## config.mk

```make
export PLATFORM = sky130hd
export DESIGN_NAME = load_link_execute_unit
export DESIGN_NICKNAME = d
export VERILOG_FILES = /design/src/logic/llx_pkg.sv /design/src/logic/load_link_execute_unit.sv
export SDC_FILE = /design/constraint.sdc
export NUM_CORES = 1
export LEC_CHECK = 0
export ABC_AREA = 1
export BUFFER_PORTS_ARGS = -buffer_cell sky130_fd_sc_hd__buf_2
export CORE_UTILIZATION = 30
export DETAILED_ROUTE_END_ITERATION = 16
export PLACE_DENSITY = 0.56
export SLEW_MARGIN = 10
export SYNTH_ARGS = -nofsm -noshare
export SYNTH_HDL_FRONTEND = slang
export SYNTH_SLANG_ARGS = --single-unit
```

## constraint.sdc

```tcl
create_clock -name i_mclk -period 6.6 [get_ports i_mclk]
set_input_delay 1.98 -clock i_mclk [delete_from_list [all_inputs] [get_ports i_mclk]]
set_output_delay 1.98 -clock i_mclk [all_outputs]
set_load 0.01 [all_outputs]
```

## src/logic/llx_pkg.sv

```systemverilog
// Shared constants and types for the load and link execute unit
package llx_pkg;
  localparam int XLEN = 32;
  localparam int FLEN = 64;
  localparam int PADDR_W = 32;
  localparam int REG_IDX_W = 5;
  localparam logic [4:0] ZERO_REG = 5'h00;
  localparam int WORD_ALIGN_LSB = 2;
  localparam int DWORD_ALIGN_LSB = 3;
  localparam int HALF_W = 16;
  localparam int SHAMT_W = 2;
  localparam logic [15:0] LOW_ZEROS = 16'h0000;
  localparam int IRQ_BITS = 4;
  localparam int IRQ_ADDR_ERR = 0;
  localparam int IRQ_XLT_FAULT = 1;
  localparam int IRQ_BUS_ERR = 2;
  localparam int IRQ_RSV_INSTR = 3;
  localparam logic [3:0] REG_STATUS = 4'h0;
  localparam logic [3:0] REG_MASK = 4'h1;
  localparam logic [3:0] REG_RESV = 4'h2;
  localparam logic [3:0] REG_CFG = 4'h3;
  localparam int CFG_NO_PAIRED = 0;
  localparam int CFG_EVA = 1;
  localparam int CFG_PRE_R6 = 2;
  localparam int CFG_FR64 = 3;
  localparam int CFG_FPU64 = 4;
  localparam logic [4:0] CFG_RESET = 5'h1a;

  typedef enum logic [2:0] {
    OP_PAIRED_LL_USER,
    OP_SCALED_ADD,
    OP_UPPER_IMM,
    OP_FP_DWORD_INDEXED,
    OP_WORD_LOAD,
    OP_FP_WORD_LOAD
  } op_t;

  typedef enum logic [1:0] {
    SEG_MAPPED_USER_KERNEL,
    SEG_UNMAPPED_USER_KERNEL,
    SEG_MAPPED_USER_SUPER_KERNEL,
    SEG_OTHER
  } seg_mode_t;

  typedef enum logic [2:0] {
    EXC_NONE,
    EXC_XLT_REFILL,
    EXC_XLT_INVALID,
    EXC_RESERVED_INSTR,
    EXC_ADDR_ERROR,
    EXC_WATCH,
    EXC_COP_UNUSABLE,
    EXC_BUS_ERROR
  } exc_t;
endpackage

```

## src/logic/load_link_execute_unit.sv

```systemverilog
// Execute unit for paired linked loads, scaled add, upper immediate and word loads
// What this block does
// Paired load: low word rt, high word rd
// Paired read is one double-word atomic access
// Paired address is base register, no offset
// New paired load replaces active sequence
// Sets link flag, records aligned reservation address
// User mapping for mapped-user-kernel segments
// No action forcing remote store-conditional fail
// Present only without no-paired flag, with EVA
// Paired load exceptions: refill, invalid, RI, AE, watch, CpU
// Software never names same nonzero destination twice
// Scaled add: rs shifted by sa+1 plus rt
// Upper immediate: imm high, zeros low
// Indexed fp load ignores low three bits
// Indexed fp load defined only on 64-bit model
// Word load: base plus signed offset, sign-extend
// Pre-R6 word load misalignment raises address error
// Word load exceptions: refill, invalid, bus, AE, watch
// Fp word load fills low word only
// Pre-R6 fp word load misalignment raises address error
//
// The strobed register port and the address map were left to the implementer.
`timescale 1ns/1ps
module load_link_execute_unit
  import llx_pkg::*;
#(
  parameter int ADDR_W = 32
) (
  // Clock and reset
  input wire logic i_mclk,
  input wire logic i_sys_rst,
  // Issue
  input wire logic i_issue_valid,
  input wire op_t i_op,
  input wire logic [XLEN-1:0] i_base_val,
  input wire logic [XLEN-1:0] i_rs_val,
  input wire logic [XLEN-1:0] i_rt_val,
  input wire logic [15:0] i_imm,
  input wire logic [1:0] i_shift_amount_field,
  input wire logic [REG_IDX_W-1:0] i_low_word_dest_reg,
  input wire logic [REG_IDX_W-1:0] i_high_word_dest_reg,
  input wire logic i_kernel_mode,
  input wire logic i_cop_usable,
  input wire seg_mode_t i_seg_mode,
  output logic o_busy,
  // Translation and memory
  output logic o_mem_req,
  output logic [ADDR_W-1:0] o_mem_vaddr,
  output logic o_mem_dword,
  output logic o_mem_use_user_map,
  output logic o_mem_lock,
  input wire logic i_mem_done,
  input wire logic [FLEN-1:0] i_mem_rdata,
  input wire logic [PADDR_W-1:0] i_mem_paddr,
  input wire exc_t i_mem_exc,
  // Register file writeback
  output logic o_gpr_we,
  output logic [REG_IDX_W-1:0] o_gpr_waddr,
  output logic [XLEN-1:0] o_gpr_wdata,
  output logic o_gpr2_we,
  output logic [REG_IDX_W-1:0] o_gpr2_waddr,
  output logic [XLEN-1:0] o_gpr2_wdata,
  output logic o_fpr_we,
  output logic [REG_IDX_W-1:0] o_fpr_waddr,
  output logic [FLEN-1:0] o_fpr_wdata,
  output logic o_fpr_hi_undef,
  output logic o_exc_valid,
  output exc_t o_exc_code,
  // Reservation
  output logic [PADDR_W-1:0] o_reservation_address_reg,
  input wire logic i_link_clear,
  // Software registers
  input wire logic [3:0] i_reg_addr,
  input wire logic [31:0] i_reg_wdata,
  input wire logic i_reg_wr,
  input wire logic i_reg_rd,
  output logic [31:0] o_reg_rdata,
  output logic o_irq
);

  typedef enum logic [1:0] {ST_IDLE, ST_WAIT} state_t;

  function automatic logic misaligned(input logic [ADDR_W-1:0] a, input int lsb);
    misaligned = (a & ((ADDR_W'(1) << lsb) - ADDR_W'(1))) != '0;
  endfunction

  state_t state_q;
  op_t op_q;
  logic [REG_IDX_W-1:0] rt_q, rd_q;
  logic [PADDR_W-1:0] resv_q;
  logic [4:0] cfg_q;
  logic [IRQ_BITS-1:0] stat_q, mask_q, ev_d;
  logic [ADDR_W-1:0] ea_d;
  logic [XLEN-1:0] sum_d;
  logic start, reject, pre_r6;
  exc_t rej_code;

  assign pre_r6 = cfg_q[CFG_PRE_R6];
  assign o_busy = state_q == ST_WAIT;
  assign start = i_issue_valid && state_q == ST_IDLE;

  // Effective address per operation
  always_comb begin
    sum_d = XLEN'(i_rs_val << (i_shift_amount_field + 3'h1)) + i_rt_val;
    case (i_op)
      OP_PAIRED_LL_USER: ea_d = ADDR_W'(i_base_val);
      OP_FP_DWORD_INDEXED: ea_d = ADDR_W'(i_base_val + i_rt_val) &
                                  ~((ADDR_W'(1) << DWORD_ALIGN_LSB) - ADDR_W'(1));
      default: ea_d = ADDR_W'(i_base_val + {{HALF_W{i_imm[15]}}, i_imm});
    endcase
  end

  // Issue-time checks before memory is touched
  always_comb begin
    reject = 1'b0;
    rej_code = EXC_NONE;
    case (i_op)
      OP_PAIRED_LL_USER: begin
        if (cfg_q[CFG_NO_PAIRED] || !cfg_q[CFG_EVA]) begin
          reject = 1'b1;
          rej_code = EXC_RESERVED_INSTR;
        end else if (!i_cop_usable) begin
          reject = 1'b1;
          rej_code = EXC_COP_UNUSABLE;
        end else if (misaligned(ea_d, DWORD_ALIGN_LSB) || i_seg_mode == SEG_OTHER) begin
          reject = 1'b1;
          rej_code = EXC_ADDR_ERROR;
        end
      end
      OP_FP_DWORD_INDEXED: begin
        if (!i_cop_usable) begin
          reject = 1'b1;
          rej_code = EXC_COP_UNUSABLE;
        end
      end
      OP_WORD_LOAD, OP_FP_WORD_LOAD: begin
        if (i_op == OP_FP_WORD_LOAD && !i_cop_usable) begin
          reject = 1'b1;
          rej_code = EXC_COP_UNUSABLE;
        end else if (pre_r6 && misaligned(ea_d, WORD_ALIGN_LSB)) begin
          reject = 1'b1;
          rej_code = EXC_ADDR_ERROR;
        end
      end
      default: begin
        reject = 1'b0;
        rej_code = EXC_NONE;
      end
    endcase
  end

  // Sequencer
  always_ff @(posedge i_mclk) begin
    if (i_sys_rst) begin
      state_q <= ST_IDLE;
    end else if (start && !reject && i_op != OP_SCALED_ADD && i_op != OP_UPPER_IMM) begin
      state_q <= ST_WAIT;
    end else if (state_q == ST_WAIT && i_mem_done) begin
      state_q <= ST_IDLE;
    end
  end

  always_ff @(posedge i_mclk) begin
    if (i_sys_rst) begin
      op_q <= OP_WORD_LOAD;
      rt_q <= ZERO_REG;
      rd_q <= ZERO_REG;
    end else if (start) begin
      op_q <= i_op;
      rt_q <= i_low_word_dest_reg;
      rd_q <= i_high_word_dest_reg;
    end
  end

  // Memory request held through the wait; one dword access keeps the pair atomic
  always_ff @(posedge i_mclk) begin
    if (i_sys_rst) begin
      o_mem_vaddr <= '0;
      o_mem_dword <= 1'b0;
      o_mem_use_user_map <= 1'b0;
      o_mem_lock <= 1'b0;
    end else if (start && !reject) begin
      o_mem_vaddr <= ea_d;
      o_mem_dword <= i_op == OP_PAIRED_LL_USER || i_op == OP_FP_DWORD_INDEXED;
      o_mem_lock <= i_op == OP_PAIRED_LL_USER;
      o_mem_use_user_map <= i_op == OP_PAIRED_LL_USER && i_kernel_mode &&
                            i_seg_mode == SEG_MAPPED_USER_KERNEL;
    end
  end
  assign o_mem_req = state_q == ST_WAIT;

  // Writeback and exception report
  always_ff @(posedge i_mclk) begin
    if (i_sys_rst) begin
      o_gpr_we <= 1'b0;
      o_gpr_waddr <= ZERO_REG;
      o_gpr_wdata <= '0;
      o_gpr2_we <= 1'b0;
      o_gpr2_waddr <= ZERO_REG;
      o_gpr2_wdata <= '0;
      o_fpr_we <= 1'b0;
      o_fpr_waddr <= ZERO_REG;
      o_fpr_wdata <= '0;
      o_fpr_hi_undef <= 1'b0;
      o_exc_valid <= 1'b0;
      o_exc_code <= EXC_NONE;
    end else begin
      o_gpr_we <= 1'b0;
      o_gpr2_we <= 1'b0;
      o_fpr_we <= 1'b0;
      o_exc_valid <= 1'b0;
      if (start && reject) begin
        o_exc_valid <= 1'b1;
        o_exc_code <= rej_code;
      end else if (start && i_op == OP_SCALED_ADD) begin
        o_gpr_we <= 1'b1;
        o_gpr_waddr <= i_high_word_dest_reg;
        o_gpr_wdata <= sum_d;
      end else if (start && i_op == OP_UPPER_IMM) begin
        o_gpr_we <= 1'b1;
        o_gpr_waddr <= i_low_word_dest_reg;
        o_gpr_wdata <= {i_imm, LOW_ZEROS};
      end else if (state_q == ST_WAIT && i_mem_done) begin
        if (i_mem_exc != EXC_NONE) begin
          o_exc_valid <= 1'b1;
          o_exc_code <= i_mem_exc;
        end else begin
          case (op_q)
            OP_PAIRED_LL_USER: begin
              o_gpr_we <= 1'b1;
              o_gpr_waddr <= rt_q;
              o_gpr_wdata <= i_mem_rdata[XLEN-1:0];
              o_gpr2_we <= 1'b1;
              o_gpr2_waddr <= rd_q;
              o_gpr2_wdata <= i_mem_rdata[FLEN-1:XLEN];
            end
            OP_FP_DWORD_INDEXED: begin
              o_fpr_we <= 1'b1;
              o_fpr_waddr <= rt_q;
              o_fpr_wdata <= i_mem_rdata;
              o_fpr_hi_undef <= !(cfg_q[CFG_FR64] && cfg_q[CFG_FPU64]);
            end
            OP_FP_WORD_LOAD: begin
              o_fpr_we <= 1'b1;
              o_fpr_waddr <= rt_q;
              o_fpr_wdata <= {{XLEN{1'b0}}, i_mem_rdata[XLEN-1:0]};
              o_fpr_hi_undef <= cfg_q[CFG_FPU64];
            end
            default: begin
              o_gpr_we <= 1'b1;
              o_gpr_waddr <= rt_q;
              o_gpr_wdata <= i_mem_rdata[XLEN-1:0];
            end
          endcase
        end
      end
    end
  end

  // Reservation: newest paired load wins; only local state, no remote kill
  always_ff @(posedge i_mclk) begin
    if (i_sys_rst) begin
      resv_q <= '0;
    end else if (state_q == ST_WAIT && i_mem_done && i_mem_exc == EXC_NONE &&
                 op_q == OP_PAIRED_LL_USER) begin
      resv_q <= {i_mem_paddr[PADDR_W-1:DWORD_ALIGN_LSB], (DWORD_ALIGN_LSB-1)'(0), 1'b1};
    end else if (i_link_clear) begin
      resv_q[0] <= 1'b0;
    end
  end
  assign o_reservation_address_reg = resv_q;

  // Event status, set beats clear
  always_comb begin
    ev_d = '0;
    if (o_exc_valid) begin
      ev_d[IRQ_ADDR_ERR] = o_exc_code == EXC_ADDR_ERROR;
      ev_d[IRQ_XLT_FAULT] = o_exc_code == EXC_XLT_REFILL || o_exc_code == EXC_XLT_INVALID;
      ev_d[IRQ_BUS_ERR] = o_exc_code == EXC_BUS_ERROR;
      ev_d[IRQ_RSV_INSTR] = o_exc_code == EXC_RESERVED_INSTR;
    end
  end

  always_ff @(posedge i_mclk) begin
    if (i_sys_rst) begin
      stat_q <= '0;
    end else begin
      stat_q <= (stat_q & ~((i_reg_wr && i_reg_addr == REG_STATUS) ?
                i_reg_wdata[IRQ_BITS-1:0] : '0)) | ev_d;
    end
  end

  always_ff @(posedge i_mclk) begin
    if (i_sys_rst) begin
      mask_q <= '0;
      cfg_q <= CFG_RESET;
    end else if (i_reg_wr && i_reg_addr == REG_MASK) begin
      mask_q <= i_reg_wdata[IRQ_BITS-1:0];
    end else if (i_reg_wr && i_reg_addr == REG_CFG) begin
      cfg_q <= i_reg_wdata[4:0];
    end
  end
  assign o_irq = |(stat_q & mask_q);

  always_ff @(posedge i_mclk) begin
    if (i_sys_rst) begin
      o_reg_rdata <= '0;
    end else if (i_reg_rd) begin
      case (i_reg_addr)
        REG_STATUS: o_reg_rdata <= 32'(stat_q);
        REG_MASK: o_reg_rdata <= 32'(mask_q);
        REG_RESV: o_reg_rdata <= 32'(resv_q);
        REG_CFG: o_reg_rdata <= 32'(cfg_q);
        default: o_reg_rdata <= '0;
      endcase
    end else begin
      o_reg_rdata <= '0;
    end
  end
endmodule

```

* Yosys cells after proc, flatten, opt, wreduce, memory -nomap -nowiden
Cells that the tools add are included.
Operators by class: shift-type cells 1, multiplexer cells 51, reductions and logical operators 53, bitwise logic cells 11, equality and inequality tests 22, add/sub/neg operators 4
Operators by type and width (count):
- two-way mux 32 bit | 5
- case mux 32 bit (4 select lines) | 1
- case mux 64 bit (2 select lines) | 1
- adder 32 bit | 3
- case mux 32 bit (2 select lines) | 1
- nonzero test 32 bit | 2
- two-way mux 3 bit | 11
- << shifter 32 x 3 -> 32 bit | 1
- two-way mux 5 bit | 5
- two-way mux 1 bit | 22
- logical AND 1 bit | 18
- AND reduction 6 bit | 3
- equality test 3 x 2 -> 1 bit, second input constant | 5
- equality test 3 bit, second input constant | 5
- nonzero test 2 bit | 5
- zero test 3 bit | 3
- case mux 3 bit (3 select lines) | 1
- AND 4 bit | 2
- equality test 4 x 2 -> 1 bit, second input constant | 2
- two-way mux 4 bit | 2
- AND reduction 4 bit | 2
- OR reduction 2 bit | 4
- NOT 1 bit | 7
- equality test 3 x 1 -> 1 bit, second input constant | 2
- other kinds (19) | 29
Storage, ports and cells: input bits 273, logic and storage cells 168, output and inout port bits 253, register bits after elaboration 275

* Logic depth before layout (Yosys ltp)
word-level depth 13, mapped depth 22

* Least setup slack after synthesis
Ideal clock, no wire load.
path kind input -> register, from in i_shift_amount_field[0], to reg o_gpr_wdata[27], library setup time 119 ps, path buffers 2, path slack 2149 ps, stages on the path 17, data arrival time 4332 ps, path through ha_1 -> clkbuf_1 -> clkbuf_1 -> nand3_1 -> nand3_1 -> o21ai_0 -> ha_1 -> nand2_1 -> nor2_1 -> inv_1 -> nor3_1 -> and2_1 -> nand2_1 -> nand2_1 -> nand2_1 -> nand3_1 -> a21oi_1
On the way: longest elaborated chain between the ends 4
Ends and longest elaborated chain:
- start, declared | line load_link_execute_unit.sv:40 | input wire logic [1:0] i_shift_amount_field,
- adder 2 x 1 -> 3 bit | line load_link_execute_unit.sv:105 | sum_d = XLEN'(i_rs_val << (i_shift_amount_field + 3'h1)) + i_rt_val;
- << shifter 32 x 3 -> 32 bit | line load_link_execute_unit.sv:105
- adder 32 bit | line load_link_execute_unit.sv:105
- two-way mux 32 bit | line load_link_execute_unit.sv:216 | end else if (start && i_op == OP_SCALED_ADD) begin
- end signal, assigned | line load_link_execute_unit.sv:219 | o_gpr_wdata <= sum_d;
- end signal, assigned | line load_link_execute_unit.sv:223 | o_gpr_wdata <= {i_imm, LOW_ZEROS};
- end signal, assigned | line load_link_execute_unit.sv:233 | o_gpr_wdata <= i_mem_rdata[XLEN-1:0];
- end, declared | line load_link_execute_unit.sv:60 | output logic [XLEN-1:0] o_gpr_wdata,
Every way passes these cells. A chain may end at the register's enable or synchronous reset.

* Worst setup path in the final report
from in i_shift_amount_field[0], to reg o_gpr_wdata[13]
Same word-level chain as after synthesis.

==> reports/summary.txt <==
Final Cycle Share = 72.4%
CP Launch Type = primary input
Post-CTS Hold Fix Bufs = 0
total CTS buffers = 31
Setup CP Type = in -> reg
Routed Antenna Nets = 0
Worst Path Max Fanout = 29
P_sw = 1.72 mW
vias in the first global route = 19,100
fmax = 209 MHz
Final Setup Violations = 0
Root Driver = clkbuf_16
global-route usage over all layers = 24.8%
Max Root-Sink Buffers = 3
Async SR Flop Fraction = 0%
Post-Syn Area = 0.0186 mm²
final WL = 81.8 mm
Port Buffers = 493
cts repair resizes = 0
first-pass GRT wire length = 119 mm
post-synth top area share = 29.6%
initial antenna violation count = 10
Leakage = 12.2 nW
relative slew slack = 26.4%
total grt overflow = 0
Seq pwr share = 35.8%
Post-CTS Setup Bufs = 0
Initial Util = 30.6%
DRT iter0 DRCs = 1,733
MaxCap Viol Count = 0
PwrDens = 214 mW/mm²
dpl cells = 4,304
num ports = 526
Layout Cells excl Fill = 4,368
CTS tree = built
die area = 0.0630 mm²
fin. max-slew vios = 0
P_int = 3.14 mW
setup_tns = 0 ns
total clock sinks = 275
Arrival @ worst endpoint = 5.26 ns
slew of the pin with the lowest slew margin = 1.10 ns
post-DP HPWL = 66.0 mm
share of layout cells above drive strength 1 = 16.5%
clock share of power = 36.4%
largest net degree at the start of global routing = 95
vias per cell = 4.86
Commonest cells post-synth = nand2_1, nor2_1, inv_1
combinational fraction of design power = 27.8%
count leader, synth = nand2_1
Yosys reg bits = 275
drc violations = 0
Layout Nets = 3,923
Main synth FF type = dfxtp_1
most area-consuming cells after synthesis = dfxtp_1, nand2_1, nor2_1, inv_1, o21ai_0
First-pass DRT Iterations = 5
Ys Warns = 0
cells after synthesis = 3,129
Fin. Hold Viols = 0
Fillers = 6,809
area grow syn2layout = 22.3%
largest area contributor in the netlist = dfxtp_1
RSZ-0062 raised after global routing = false
Core ar. = 0.0608 mm²
Net Sw Frac = 35.4%
CP endpoint kind = flip-flop
FP Rows = 90
Synth cell types = 46
GPL Wtd Cong = 0.939
clk_lat worst skew = 0.60 ns
post-synthesis sequential area ratio = 29.6%
chip height = 251 µm
EDFF count, synth = 0
chip width = 251 µm
H-tree depth = 1
vias = 21,200
Most flops, register = o_fpr_wdata
maximum VDD drop = 0.184 mV
outcome = finished clean
synthesized area per cell = 5.94 µm²
clk slew on worst S/H paths = 0.06 ns
Final min period = 4.78 ns
worst min path class = reg -> reg
CP required = 7.08 ns
Largest register FFs = 64
Worst Clk Skew = 0.0171 ns
wire length per cell = 18.7 µm
## kinds of logic after synthesis
kind of cell,after synthesis,share of synthesized area [%]
DFF,275,29.6
muxes,5,0.269
buffers and inverters,533,11.1
and+or+nand+nor,1692,37.3
other,1,0.0202
AOI/OAI and AO/OA,508,14.2
xor gates and xnor gates,20,0.942
adders and majority gates,95,6.48
## metal layers
| layer | track usage, % | share of wire [%] | routed length (µm) | vias to the layer above |
|---|---|---|---|---|
| li1 | - | - | - | 10800 |
| met5 | 0 | 0.066 | 54 | - |
| met3 | 4.51 | 7.0 | 5720 | 119 |
| met2 | 40.4 | 45 | 36800 | 726 |
| met4 | 8.47 | 3.4 | 2770 | 8 |
| met1 | 32.9 | 45 | 36400 | 9541 |
## placed cells by master, fill, tap and decap left out, drive strengths merged
cell type  instances
o22ai              7
xor2              16
clkinv             9
diode              6
dfxtp            275
nand4             15
nor3              30
or2               10
and3               2
fa                 2
a211oi             4
and2              10
a221oi             7
a21o               2
nor2             420
nand3            253
a21boi             2
xnor2              4
clkinvlp           2
a31oi              1
o21bai             4
nor4               2
conb               2
inv              417
ha                93
a22oi              1
mux2i              5
o21a               1
o21ai            262
nand2            925
a21oi            208
nand3b            25
buf              510
clkbuf            44
o211ai             9
bufinv             1
## power groups by stage
stage / Sequential, mW / Combinational (mW) / Clock (mW)
after floorplan: 1.79 / 0.836 / 0
after detailed placement: 1.78 / 1.33 / 0
after global routing: 1.74 / 1.51 / 1.87
after global placement: 1.78 / 1.33 / 0
after CTS: 1.74 / 1.34 / 1.81
final: 1.74 / 1.35 / 1.77
## per-stage QoR
stage / utilization (%) / hold slack (ns) / cell area [µm²] / worst slack, ns / total power, mW
final: 37.4 / 0.454 / 22700 / 1.82 / 4.86
after floorplan: - / 0.437 / 18600 / 2.15 / 2.63
after global routing: 37.4 / 0.472 / 22700 / 1.55 / 5.13
after detailed placement: 35.7 / 0.443 / 21700 / 1.21 / 3.11
after global placement: 35.7 / 0.436 / 21700 / 1.22 / 3.11
after CTS: 37.3 / 0.452 / 22700 / 1.83 / 4.89
## path summary, 6_finish.rpt
path                                                   start                      endpoint  slack [ns]  cells past startpoint
setup reg to reg                     state_q[0]$_SDFFE_PP0P_  o_gpr_wdata[22]$_SDFFE_PP0P_        3.62                     10
hold / removal    o_reservation_address_reg[14]$_SDFFE_PP0P_    o_reg_rdata[14]$_SDFF_PP0_        0.45                      2
hold reg to reg   o_reservation_address_reg[14]$_SDFFE_PP0P_    o_reg_rdata[14]$_SDFF_PP0_        0.45                      2
setup / recovery                     i_shift_amount_field[0]  o_gpr_wdata[13]$_SDFFE_PP0P_        1.82                     17
## worst max-delay path, cell delays in order
cell	delay, ns
buf_2	0.21
inv_1	0.61
nand2_1	0.11
nand2_1	0.09
inv_1	0.04
o21ai_0	0.24
nand2_1	0.08
o21ai_0	0.14
ha_1	0.33
a21oi_1	0.20
o21ai_0	0.15
a21oi_1	0.23
nand2_1	0.13
o21ai_0	0.44
nand3_1	0.13
nand2_1	0.10
inv_1	0.04
## area by class of cell
cell class                      count  area [µm²]  area share [%]
Antenna cell                        6        15.0          0.0661
Clock buffer                       44         895            3.94
Clock inverter                     14         139           0.611
Inverter                          415        1560            6.87
Multi-Input combinational cell   2322       11000            48.5
Sequential cell                   275        5510            24.2
Tap cell                          782         978            4.31
Timing Repair Buffer              510        2610            11.5
Note: power is estimated with default switching activity, not from simulation.
